$ cat config.mk
export PLATFORM = sky130hd
export DESIGN_NAME = instr_executor
export DESIGN_NICKNAME = d
export VERILOG_FILES = /design/src/design/exec_pkg.sv /design/src/design/instr_executor.sv /design/src/design/instr_decode.sv
export VERILOG_INCLUDE_DIRS = /design/src /design/src/design
export SDC_FILE = /design/constraint.sdc
export NUM_CORES = 1
export LEC_CHECK = 0
export BUFFER_PORTS_ARGS = -buffer_cell sky130_fd_sc_hd__buf_2
export CORE_ASPECT_RATIO = 0.9
export CORE_MARGIN = 3
export CORE_UTILIZATION = 35
export CTS_BUF_LIST = sky130_fd_sc_hd__clkbuf_8 sky130_fd_sc_hd__clkbuf_16
export CTS_CLUSTER_SIZE = 25
export DETAILED_ROUTE_END_ITERATION = 7
export GPL_ROUTABILITY_DRIVEN = 1
export GPL_TIMING_DRIVEN = 1
export PLACE_DENSITY = 0.57
export SKIP_LAST_GASP = 1
export SYNTH_ARGS = -nofsm -noshare
export SYNTH_HDL_FRONTEND = slang
export SYNTH_SLANG_ARGS = --single-unit
$ cat constraint.sdc
create_clock -name core_clk -period 2.8 [get_ports core_clk]
set_clock_uncertainty 0.15 [all_clocks]
set_input_delay 0.14 -clock core_clk [delete_from_list [all_inputs] [get_ports core_clk]]
set_output_delay 0.14 -clock core_clk [all_outputs]
set_load 0.005 [all_outputs]
$ cat src/design/exec_regs.svh
// Encodings, field positions, reset values and timing counts of the instruction executor.
`ifndef EXEC_REGS_SVH
`define EXEC_REGS_SVH
// ----------------------------------------
// Field positions
// ----------------------------------------
`define FLD_F_LSB 0
`define FLD_F_MSB 4
`define FLD_D_BIT 5
`define FLD_B_LSB 5
`define FLD_B_MSB 7
`define FLD_K8_MSB 7
`define FLD_K9_MSB 8
// ----------------------------------------
// Encodings
// ----------------------------------------
`define OP_COMPLEMENT_FILE 6'h09
`define OP_DECREMENT_FILE 6'h03
`define OP_DECREMENT_SKIP_ZERO 6'h0b
`define OP_MOVE_ACC_TO_FILE 7'h01
`define OP_UNCONDITIONAL_BRANCH 3'h5
`define OP_NO_OPERATION 12'h000
`define OP_OPTION_LOAD 12'h002
// ----------------------------------------
// Reset values and timing
// ----------------------------------------
`define RST_PC 12'hfff
`define RST_OPTION 8'hff
`define RST_ACC 8'h00
`define RST_STATUS 8'h00
`define STATUS_ZERO_BIT 2
`define STATUS_PAGE_LSB 5
`define OSC_PER_CYCLE 4
`endif

$ cat src/design/exec_pkg.sv
// Types shared by the instruction executor files.
package exec_pkg;
  typedef enum logic [2:0] {
    OPK_NOP = 3'h0,
    OPK_COMPLEMENT_FILE = 3'h1,
    OPK_DECREMENT_FILE = 3'h2,
    OPK_DECSZ = 3'h3,
    OPK_MOVE_ACCUMULATOR_TO_FILE = 3'h4,
    OPK_BRANCH = 3'h5,
    OPK_OPTION = 3'h6,
    OPK_OTHER = 3'h7
  } op_kind_t;
  typedef struct packed {
    op_kind_t kind;
    logic [4:0] file_sel;
    logic dest_file;
    logic [2:0] bit_sel;
    logic [8:0] literal;
  } decoded_t;
  typedef struct packed {
    logic we;
    logic [4:0] addr;
    logic [7:0] data;
  } file_wr_t;
endpackage : exec_pkg

$ cat src/design/instr_executor.sv
// Fetch, decode and execute core for the twelve-bit instruction subset.
// What this block does
// - Each instruction is one 12-bit word holding an opcode and operand fields.
// - Byte instructions pick one of 32 file registers by the five-bit file field.
// - Destination bit 0 writes the accumulator, 1 writes back the file register.
// - Bit instructions pick a bit of the 8-bit file register by the bit field.
// - Literal and control instructions take an 8-bit or 9-bit constant.
// - Instructions take one cycle, two when a test is true or the counter changes.
// - Each instruction cycle is four oscillator periods.
// - Complement inverts the file, stores per destination, updates zero, one cycle.
// - Decrement-skip stores the result, keeps flags, and flushes fetch on zero.
// - Branch loads 9 literal bits and takes page bits from status 6:5, two cycles.
`include "exec_regs.svh"
module instr_executor #(
  parameter int PC_WIDTH = 12,
  parameter int FILE_COUNT = 32
) (
  input wire logic core_clk,
  input wire logic reset,
  input wire logic [11:0] instr_word,
  input wire logic [7:0] file_rd_data,
  output logic [PC_WIDTH-1:0] pc_out,
  output logic [4:0] file_rd_addr,
  output exec_pkg::file_wr_t file_wr,
  output logic [7:0] acc_out,
  output logic [7:0] status_out,
  output logic [7:0] option_out,
  output logic cycle_end,
  output logic [1:0] phase_out
);
  // ----------------------------------------
  // Quarter-cycle phase counter
  // ----------------------------------------
  logic [1:0] phase_reg;
  logic [PC_WIDTH-1:0] pc_reg;
  logic [11:0] ir_reg;
  logic flush_reg;
  logic hold_pc_reg;
  logic [7:0] acc_reg;
  logic [7:0] status_reg;
  logic [7:0] option_reg;
  exec_pkg::decoded_t dec;
  wire [1:0] last_phase = 2'(`OSC_PER_CYCLE - 1);
  wire cyc_en = (phase_reg == last_phase);
  always_ff @(posedge core_clk) begin
    if (reset) begin
      phase_reg <= 2'h0;
    end else begin
      phase_reg <= phase_reg + 2'h1;
    end
  end
  // ----------------------------------------
  // Decode and execute
  // ----------------------------------------
  // don't-care bits ignored
  instr_decode u_decode (
    .word(ir_reg),
    .dec(dec)
  );
  wire is_flushed = flush_reg;
  wire [7:0] comp_val = ~file_rd_data;
  wire [7:0] dec_val = file_rd_data - 8'h01;
  wire kind_complement_file = !is_flushed && dec.kind == exec_pkg::OPK_COMPLEMENT_FILE;
  wire kind_decrement_file = !is_flushed && dec.kind == exec_pkg::OPK_DECREMENT_FILE;
  wire kind_dsz = !is_flushed && dec.kind == exec_pkg::OPK_DECSZ;
  wire kind_move_accumulator_to_file = !is_flushed && dec.kind == exec_pkg::OPK_MOVE_ACCUMULATOR_TO_FILE;
  wire kind_branch = !is_flushed && dec.kind == exec_pkg::OPK_BRANCH;
  wire kind_option = !is_flushed && dec.kind == exec_pkg::OPK_OPTION;
  wire byte_op = kind_complement_file || kind_decrement_file || kind_dsz;
  wire [7:0] result = kind_complement_file ? comp_val : dec_val;
  wire skip_next = kind_dsz && (dec_val == 8'h00);
  wire flush_next = skip_next || kind_branch;
  wire [PC_WIDTH-1:0] branch_pc =
    PC_WIDTH'({status_reg[`STATUS_PAGE_LSB+1:`STATUS_PAGE_LSB], dec.literal});
  wire [PC_WIDTH-1:0] pc_step = pc_reg + PC_WIDTH'(1);
  // refetch after branch
  // The word fetched under a branch already comes from the target, so the flush cycle
  // fetches the target once more instead of stepping past it.
  wire [PC_WIDTH-1:0] pc_next = kind_branch ? branch_pc : (hold_pc_reg ? pc_reg : pc_step);
  wire wr_file = (byte_op && dec.dest_file) || kind_move_accumulator_to_file;
  wire wr_acc = byte_op && !dec.dest_file;
  wire [7:0] wr_data = kind_move_accumulator_to_file ? acc_reg : result;
  wire upd_zero = kind_complement_file || kind_decrement_file;
  always_ff @(posedge core_clk) begin
    if (reset) begin
      pc_reg <= PC_WIDTH'(`RST_PC);
      ir_reg <= 12'h000;
      flush_reg <= 1'b1;
      hold_pc_reg <= 1'b0;
      acc_reg <= `RST_ACC;
      status_reg <= `RST_STATUS;
      option_reg <= `RST_OPTION;
      file_wr <= '0;
    end else if (cyc_en) begin
      ir_reg <= instr_word;
      pc_reg <= pc_next;
      flush_reg <= flush_next;
      hold_pc_reg <= kind_branch;
      if (wr_acc) begin
        acc_reg <= result;
      end
      if (upd_zero) begin
        status_reg[`STATUS_ZERO_BIT] <= (result == 8'h00);
      end
      if (kind_option) begin
        option_reg <= acc_reg;
      end
      file_wr.we <= wr_file;
      file_wr.addr <= dec.file_sel;
      file_wr.data <= wr_data;
    end else begin
      file_wr.we <= 1'b0;
    end
  end
  // ----------------------------------------
  // Registered outputs
  // ----------------------------------------
  always_ff @(posedge core_clk) begin
    if (reset) begin
      pc_out <= PC_WIDTH'(`RST_PC);
      file_rd_addr <= 5'h00;
      cycle_end <= 1'b0;
      phase_out <= 2'h0;
    end else begin
      pc_out <= pc_next;
      file_rd_addr <= (phase_reg == 2'h0) ? dec.file_sel : file_rd_addr;
      cycle_end <= cyc_en;
      phase_out <= phase_reg;
    end
  end
  assign acc_out = acc_reg;
  assign status_out = status_reg;
  assign option_out = option_reg;
endmodule : instr_executor

$ cat src/design/instr_decode.sv
// Combinational splitter of a twelve-bit word into its operation and operand fields.
`include "exec_regs.svh"
module instr_decode (
  input wire logic [11:0] word,
  output exec_pkg::decoded_t dec
);
  wire is_byte6_complement_file = (word[11:6] == `OP_COMPLEMENT_FILE);
  wire is_byte6_decrement_file = (word[11:6] == `OP_DECREMENT_FILE);
  wire is_byte6_dsz = (word[11:6] == `OP_DECREMENT_SKIP_ZERO);
  wire is_move_accumulator_to_file = (word[11:5] == `OP_MOVE_ACC_TO_FILE);
  wire is_branch = (word[11:9] == `OP_UNCONDITIONAL_BRANCH);
  wire is_nop = (word == `OP_NO_OPERATION);
  wire is_option = (word == `OP_OPTION_LOAD);
  exec_pkg::op_kind_t kind;
  assign kind = is_byte6_complement_file ? exec_pkg::OPK_COMPLEMENT_FILE :
                is_byte6_decrement_file ? exec_pkg::OPK_DECREMENT_FILE :
                is_byte6_dsz ? exec_pkg::OPK_DECSZ :
                is_move_accumulator_to_file ? exec_pkg::OPK_MOVE_ACCUMULATOR_TO_FILE :
                is_branch ? exec_pkg::OPK_BRANCH :
                is_nop ? exec_pkg::OPK_NOP :
                is_option ? exec_pkg::OPK_OPTION : exec_pkg::OPK_OTHER;
  assign dec = '{
    kind: kind,
    file_sel: word[`FLD_F_MSB:`FLD_F_LSB],
    dest_file: word[`FLD_D_BIT],
    bit_sel: word[`FLD_B_MSB:`FLD_B_LSB],
    literal: is_branch ? word[`FLD_K9_MSB:0] : {1'b0, word[`FLD_K8_MSB:0]}
  };
endmodule : instr_decode

## After elaboration in Yosys (flattened, before gate mapping)

Cells that the tools add are included.

| word-level totals | value |
|---|---|
| register bits | 79 |
| bits in latches | 0 |
| input bits | 22 |
| memory bits (writable) | 0 |
| ROM bits | 0 |
| memories | 0 |
| word-level logic and storage cells | 68 |

| cells by class | value |
|---|---|
| mux-type cells | 12 |
| order comparisons | 0 |
| reductions and logical operators | 23 |
| add/subtract/negate cells | 3 |
| multipliers | 0 |
| bitwise logic cells | 2 |
| divide/modulo/power cells | 0 |
| eq/ne operators | 13 |
| shifts and indexed selects | 0 |

Operator list:

| operator | count |
|---|---|
| 12-bit 2-to-1 mux | 2 |
| 3-bit 2-to-1 mux | 6 |
| 8-bit zero test | 2 |
| 8-bit 2-to-1 mux | 2 |
| 12-bit by 1-bit adder with 12-bit output (second input constant) | 1 |
| 12-bit by 2-bit equality test with 1-bit output (second input constant) | 1 |
| 3-bit equality test (second input constant) | 4 |
| 6-bit by 4-bit equality test with 1-bit output (second input constant) | 2 |
| 12-bit zero test | 1 |
| 1-bit logical AND | 9 |
| 9-bit 2-to-1 mux | 1 |
| 8-bit NOT | 1 |
| 8-bit by 1-bit subtractor with 8-bit output (second input constant) | 1 |
| 7-bit by 1-bit equality test with 1-bit output (second input constant) | 1 |
| 3-bit by 2-bit equality test with 1-bit output (second input constant) | 2 |
| 6-bit by 2-bit equality test with 1-bit output (second input constant) | 1 |
| 2-bit AND reduction | 3 |
| 1-bit logical OR | 4 |
| 3-bit by 1-bit equality test with 1-bit output (second input constant) | 1 |
| 2-bit by 1-bit adder with 2-bit output (second input constant) | 1 |
| 2-bit equality test (second input constant) | 1 |
| 1-bit zero test | 2 |
| 2-bit zero test | 1 |
| 2-bit OR reduction | 1 |
| 2 further kinds | 2 |

## Depth between registers and ports, before layout

| depth | value |
|---|---|
| depth in word-level cells | 14 |
| depth in mapped cells | 9 |
| mapped depth without buffers | 8 |

## Hierarchy

A second synthesis with hierarchy kept.

| second synthesis, totals | value |
|---|---|
| cells, all modules | 453 |
| area, all modules | 4073.9 um^2 |

By module, submodules not included:

| module | area each (um^2) | seq. area each (um^2) | cells an instance | instances |
|---|---|---|---|---|
| instr_executor | 3818.7 | 1581.5 | 421 | 1 |
| instr_decode | 255.2 | 0.0 | 32 | 1 |

## Worst setup path after synthesis

OpenSTA, ideal clock, no wires.

| timing path | value |
|---|---|
| path type | reg-to-reg |
| from | register ir_reg[6] |
| to | register file_wr[1] (netlist name) |
| required time | 2.564 ns |
| period minus slack after synthesis | 2.332 ns |
| setup time | 0.086 ns |
| arrival | 2.096 ns |
| stages on the path, launching flop included | 8 |
| path slack | 0.468 ns |
| path through | dfxtp_1 > or3b_4 > or4_4 > a21oi_4 > buf_6 > mux2i_1 > mux2i_1 > a211oi_1 |

| on the way | value |
|---|---|
| cells in the longest elaborated chain, start to end | 12 |
| elaborated cells on any way between the ends | 19 |

Ends and longest elaborated chain:

| what | RTL line | source |
|---|---|---|
| start, declared | instr_executor.sv:36 | `logic [11:0] ir_reg;` |
| start signal, assigned | instr_executor.sv:95 | `ir_reg <= instr_word;` |
| 12-bit by 2-bit equality test with 1-bit output (no line) | n/a |  |
| 1-bit 2-to-1 mux | instr_decode.sv:21 | `is_option ? exec_pkg::OPK_OPTION : exec_pkg::OPK_OTHER;` |
| 3-bit 2-to-1 mux | instr_decode.sv:20 | `is_nop ? exec_pkg::OPK_NOP :` |
| 3-bit 2-to-1 mux | instr_decode.sv:19 | `is_branch ? exec_pkg::OPK_BRANCH :` |
| 3-bit 2-to-1 mux | instr_decode.sv:18 | `is_move_accumulator_to_file ? exec_pkg::OPK_MOVE_ACCUMULATOR_TO_FILE :` |
| 3-bit 2-to-1 mux | instr_decode.sv:17 | `is_byte6_dsz ? exec_pkg::OPK_DECSZ :` |
| 3-bit 2-to-1 mux | instr_decode.sv:16 | `is_byte6_decrement_file ? exec_pkg::OPK_DECREMENT_FILE :` |
| 3-bit 2-to-1 mux * | instr_decode.sv:15 | `assign kind = is_byte6_complement_file ? exec_pkg::OPK_COMPLEMENT_FILE :` |
| 3-bit by 1-bit equality test with 1-bit output | instr_executor.sv:63 | `wire kind_complement_file = !is_flushed && dec.kind == exec_pkg::OPK_COMPLEMENT_FILE;` |
| 1-bit logical AND | instr_executor.sv:63 |  |
| 8-bit 2-to-1 mux | instr_executor.sv:70 | `wire [7:0] result = kind_complement_file ? comp_val : dec_val;` |
| 8-bit 2-to-1 mux * | instr_executor.sv:82 | `wire [7:0] wr_data = kind_move_accumulator_to_file ? acc_reg : result;` |
| end, declared | instr_executor.sv:24 | `output exec_pkg::file_wr_t file_wr,` |

Every way passes the cells marked *; elsewhere a longest branch is shown, timed or not.
A chain may end at the register's enable or synchronous reset.

## Worst setup path in the final report

| timing path | value |
|---|---|
| from | register ir_reg[6] |
| to | register status_reg[2] (netlist: status_out[2]) |

| on the way | value |
|---|---|
| cells in the longest elaborated chain, start to end | 12 |
| elaborated cells on any way between the ends | 21 |

Ends and longest elaborated chain:

| what | RTL line | source |
|---|---|---|
| 12-bit by 2-bit equality test with 1-bit output (no line) | n/a |  |
| 1-bit 2-to-1 mux | instr_decode.sv:21 |  |
| 3-bit 2-to-1 mux | instr_decode.sv:20 |  |
| 3-bit 2-to-1 mux | instr_decode.sv:19 |  |
| 3-bit 2-to-1 mux | instr_decode.sv:18 |  |
| 3-bit 2-to-1 mux | instr_decode.sv:17 |  |
| 3-bit 2-to-1 mux | instr_decode.sv:16 |  |
| 3-bit 2-to-1 mux * | instr_decode.sv:15 |  |
| 3-bit by 1-bit equality test with 1-bit output / 3-bit by 2-bit equality test with 1-bit output (equally long branches) | instr_executor.sv:63, instr_executor.sv:64 |  |
| 1-bit logical AND, on equally long branches | instr_executor.sv:63, instr_executor.sv:64 |  |
| 8-bit 2-to-1 mux / 1-bit logical OR (equally long branches) | instr_executor.sv:70, instr_executor.sv:83 |  |
| 8-bit zero test / 2-bit AND reduction (equally long branches) | n/a |  |
| end signal, assigned | instr_executor.sv:91 | `` status_reg <= `RST_STATUS; `` |
| end signal, assigned by index | instr_executor.sv:103 | `` status_reg[`STATUS_ZERO_BIT] <= (result == 8'h00); `` |
| end, declared | instr_executor.sv:40 | `logic [7:0] status_reg;` |

Marks and branches as above.

==> reports/metrics.yaml <==
logic_synthesis:
  ys_warn_count: 0
  synth_seq_cells: 79
  synth_area_um2: 3729
  synthFlopType: "dfxtp_1"
  ys_seq_area_frac: 0.4242
  synth_edf_count: 0
  syn_inst: 429
  synth_top_family_by_area: "simple AND/OR/NAND/NOR gates"
  syn_avg_cell_area_um2: 8.691
  synth-xor-area-share: 0.02819
  ys_types: 59
  synthTopCellsByArea: "dfxtp_1 42%, mux2i_1 10%, nor2_1 6.7%, nand2_1 3.4%, clkbuf_1 2.6%"
  yosys.area_share.simple: 0.2221
  synthAdderAreaFrac: 0.01678
  ys_async_sr_fraction: 0
  netlist.area_leader.share: 0.4242
  yosys.area.top_type: "dfxtp_1"
  muxShareOfSynthArea: 0.1020
  synth_compound_gate_area_share: 0.1473
outcome:
  status: "finished clean"
worst_setup_path:
  cp_max_fo: 13
  critical_path.max_stage_delay_ns: 0.52
  crit_slowest_cell: "or4_4"
  start_kind: "flip-flop"
  cp-end-kind: "flip-flop"
  cp.arrival_ns: 2.68
  path_cells: "or3b_4 > or4_4 > a21oi_4 > mux2i_1 > or4_1 > o21ai_1"
  ff2ff_path_depth: 6
  worst-setup-path-type: "flip-flop to flip-flop"
  worstPathRequired_ns: 2.92
cts:
  cts_buffers: 9
  cts.sinks: 79
  htree_num_levels: 3
  root_buffer: "clkbuf_16"
  cts_tree: "built"
  cts.path.max_buffers: 2
  clock_latency_ns: 0.33
  clkTransAtPathRegs_ns: 0.06
sta:
  grt_setup_unrepaired: "no"
  slew_violations: 0
  fmax_mhz: 389.8
  tightest_slew_ns: 0.6509
  setup_viol: 0
  fin_tns_setup_ns: 0
  timing.final.crit_share: 0.9162
  period_minus_slack_ns: 2.565
  final_hold_viol_count: 0
  relSlewSlack: 0.5656
detailed_routing:
  route.detailed.drc: 0
  drtIter0Drc: 142
  drt_wl_total_um: 9437
  postRouteAntennaNets: 0
  routed_via_density: 5.081
  via_count: 3247
  first_pass_iters: 4
  wire_per_inst_um: 14.77
placement:
  hpwl_um: 6575
  gp_congestion: 0.7934
  placement.io_buffers: 72
power_and_ir_drop:
  p_per_area_nw_per_um2: 618.5
  leakage_nw: 1.991
  ir_drop_mv: 0.2831
  finalPower_mw: 2.870
finish:
  num_antenna_cells: 0
  final_layout_size_suffix_gt1_frac: 0.2255
  area_delta_synth_final_pct: 24.46
  nFillCells: 1021
  largest_reg_flops: 14
  top_register: "file_wr"
  fin_nets: 533
  final_util: 0.4490
floorplan:
  coreArea_um2: 10330
  rows: 35
  die_h_um: 103.9
  initial_utilization: 0.3608
  die_x_um: 114.8
  dieArea_um2: 11930
  io-pin-count: 80
hold_path:
  hold_path_class: "primary input to flip-flop"
  worstHoldPathCells: 3
grt:
  grt_usage: 0.1628
  grt_max_degree: 42
  grt_pass1_wl_um: 15930
  gr-total-overflow: 0
  antenna_found_initial: 0
  first_global_vias: 3163
run:
  maxCapViolations: 0
final cells by class:
class                           count  area (um^2)  share of cell area
Multi-Input combinational cell    309         1961              0.4225
Sequential cell                    79         1582              0.3408
Timing Repair Buffer               97        580.6              0.1251
Clock buffer                        9        225.2             0.04853
Tap cell                          129        161.4             0.03478
Clock inverter                      6        93.84             0.02022
Inverter                           10        37.54            0.008088
power breakdown:
part           internal (mW)  switching (mW)  leakage (nW)
combinational          0.181           0.211          1.19
sequential              1.18          0.0395         0.644
clock                  0.783           0.472         0.153
total                   2.15           0.722          1.99
cells in the final DEF (no fill, tap or decap), types with 7 or more instances in the layout:
master         instances
dfxtp_1               79
buf_4                 12
conb_1                 7
buf_2                 72
dlygate4sd3_1         13
a21oi_1               19
nor3_1                 7
nand2_1               34
mux2i_1               38
o22ai_1                8
xor2_1                 9
nor2_1                67
inv_1                  8
clkbuf_16              9
o21ai_0               10
nand3_1                8
and3_1                 8
o21ai_1               11
through the flow:
stage | area [um^2] | std cells | hold WS (ns) | setup slack [ns]
global placement | 4192 | 611 | 0.2244 | 0.3312
floorplan | 3751 | 435 | 0.08567 | 0.4684
detailed placement | 4192 | 611 | 0.2347 | 0.2531
global route | 4641 | 639 | 0.08579 | 0.1259
CTS | 4641 | 639 | 0.04386 | 0.2390
finish | 4641 | 639 | 0.06174 | 0.2345
cell families after synthesis:
logic type / Yosys count
buffers and inverters: 47
muxes: 38
adders and majority gates: 5
xor gates and xnor gates: 12
DFF: 79
and+or+nand+nor: 166
AOI/OAI and AO/OA: 81
other: 1
metal layers:
metal,up-vias,part of all wire,global-route usage
met5,-,0,0
met4,0,0.0081,0.03521
met3,8,0.054,0.04479
met2,71,0.43,0.2448
met1,1515,0.50,0.2332
li1,1653,-,-
cell usage after synthesis (3+ instances only):
master / number
mux2i_1: 38
a21oi_1: 19
a31oi_1: 4
o31ai_1: 4
o21ai_0: 10
nor4_1: 3
or2_1: 4
nor3_1: 7
o22ai_1: 8
ha_1: 5
nor2b_1: 3
nor3b_1: 4
dfxtp_1: 79
o21ai_1: 11
inv_1: 8
xor2_1: 9
nand2_1: 34
nand4_1: 4
and4_1: 3
xnor2_1: 3
clkbuf_1: 26
nand3_1: 8
or4_1: 3
nor2_1: 67
and3_1: 8
buf_4: 7
worst max-delay path, delay by kind of cell, from the launching register on:
family | cells | cell delay [ns]
AOI/OAI and AO/OA | 2 | 0.48
and+or+nand+nor | 3 | 1.35
muxes | 1 | 0.12
DFF | 1 | 0.41
worst paths after layout:
path                           start                          to  slack, ns
min reg2reg  phase_reg[0]$_SDFF_PP0_     phase_reg[0]$_SDFF_PP0_       0.31
max reg2reg   ir_reg[6]$_SDFFE_PP0P_  status_out[2]$_SDFFE_PP0P_       0.23
min                  file_rd_data[6]     acc_out[6]$_SDFFE_PP0P_       0.06
max           ir_reg[6]$_SDFFE_PP0P_  status_out[2]$_SDFFE_PP0P_       0.23
repair_timing:
action	in CTS	in global routing
hold buffers	13	0
resized for setup	0	0
endpoints found under the hold margin	13	0
buffers inserted	0	0
Note: power is estimated with default switching activity, not from simulation.
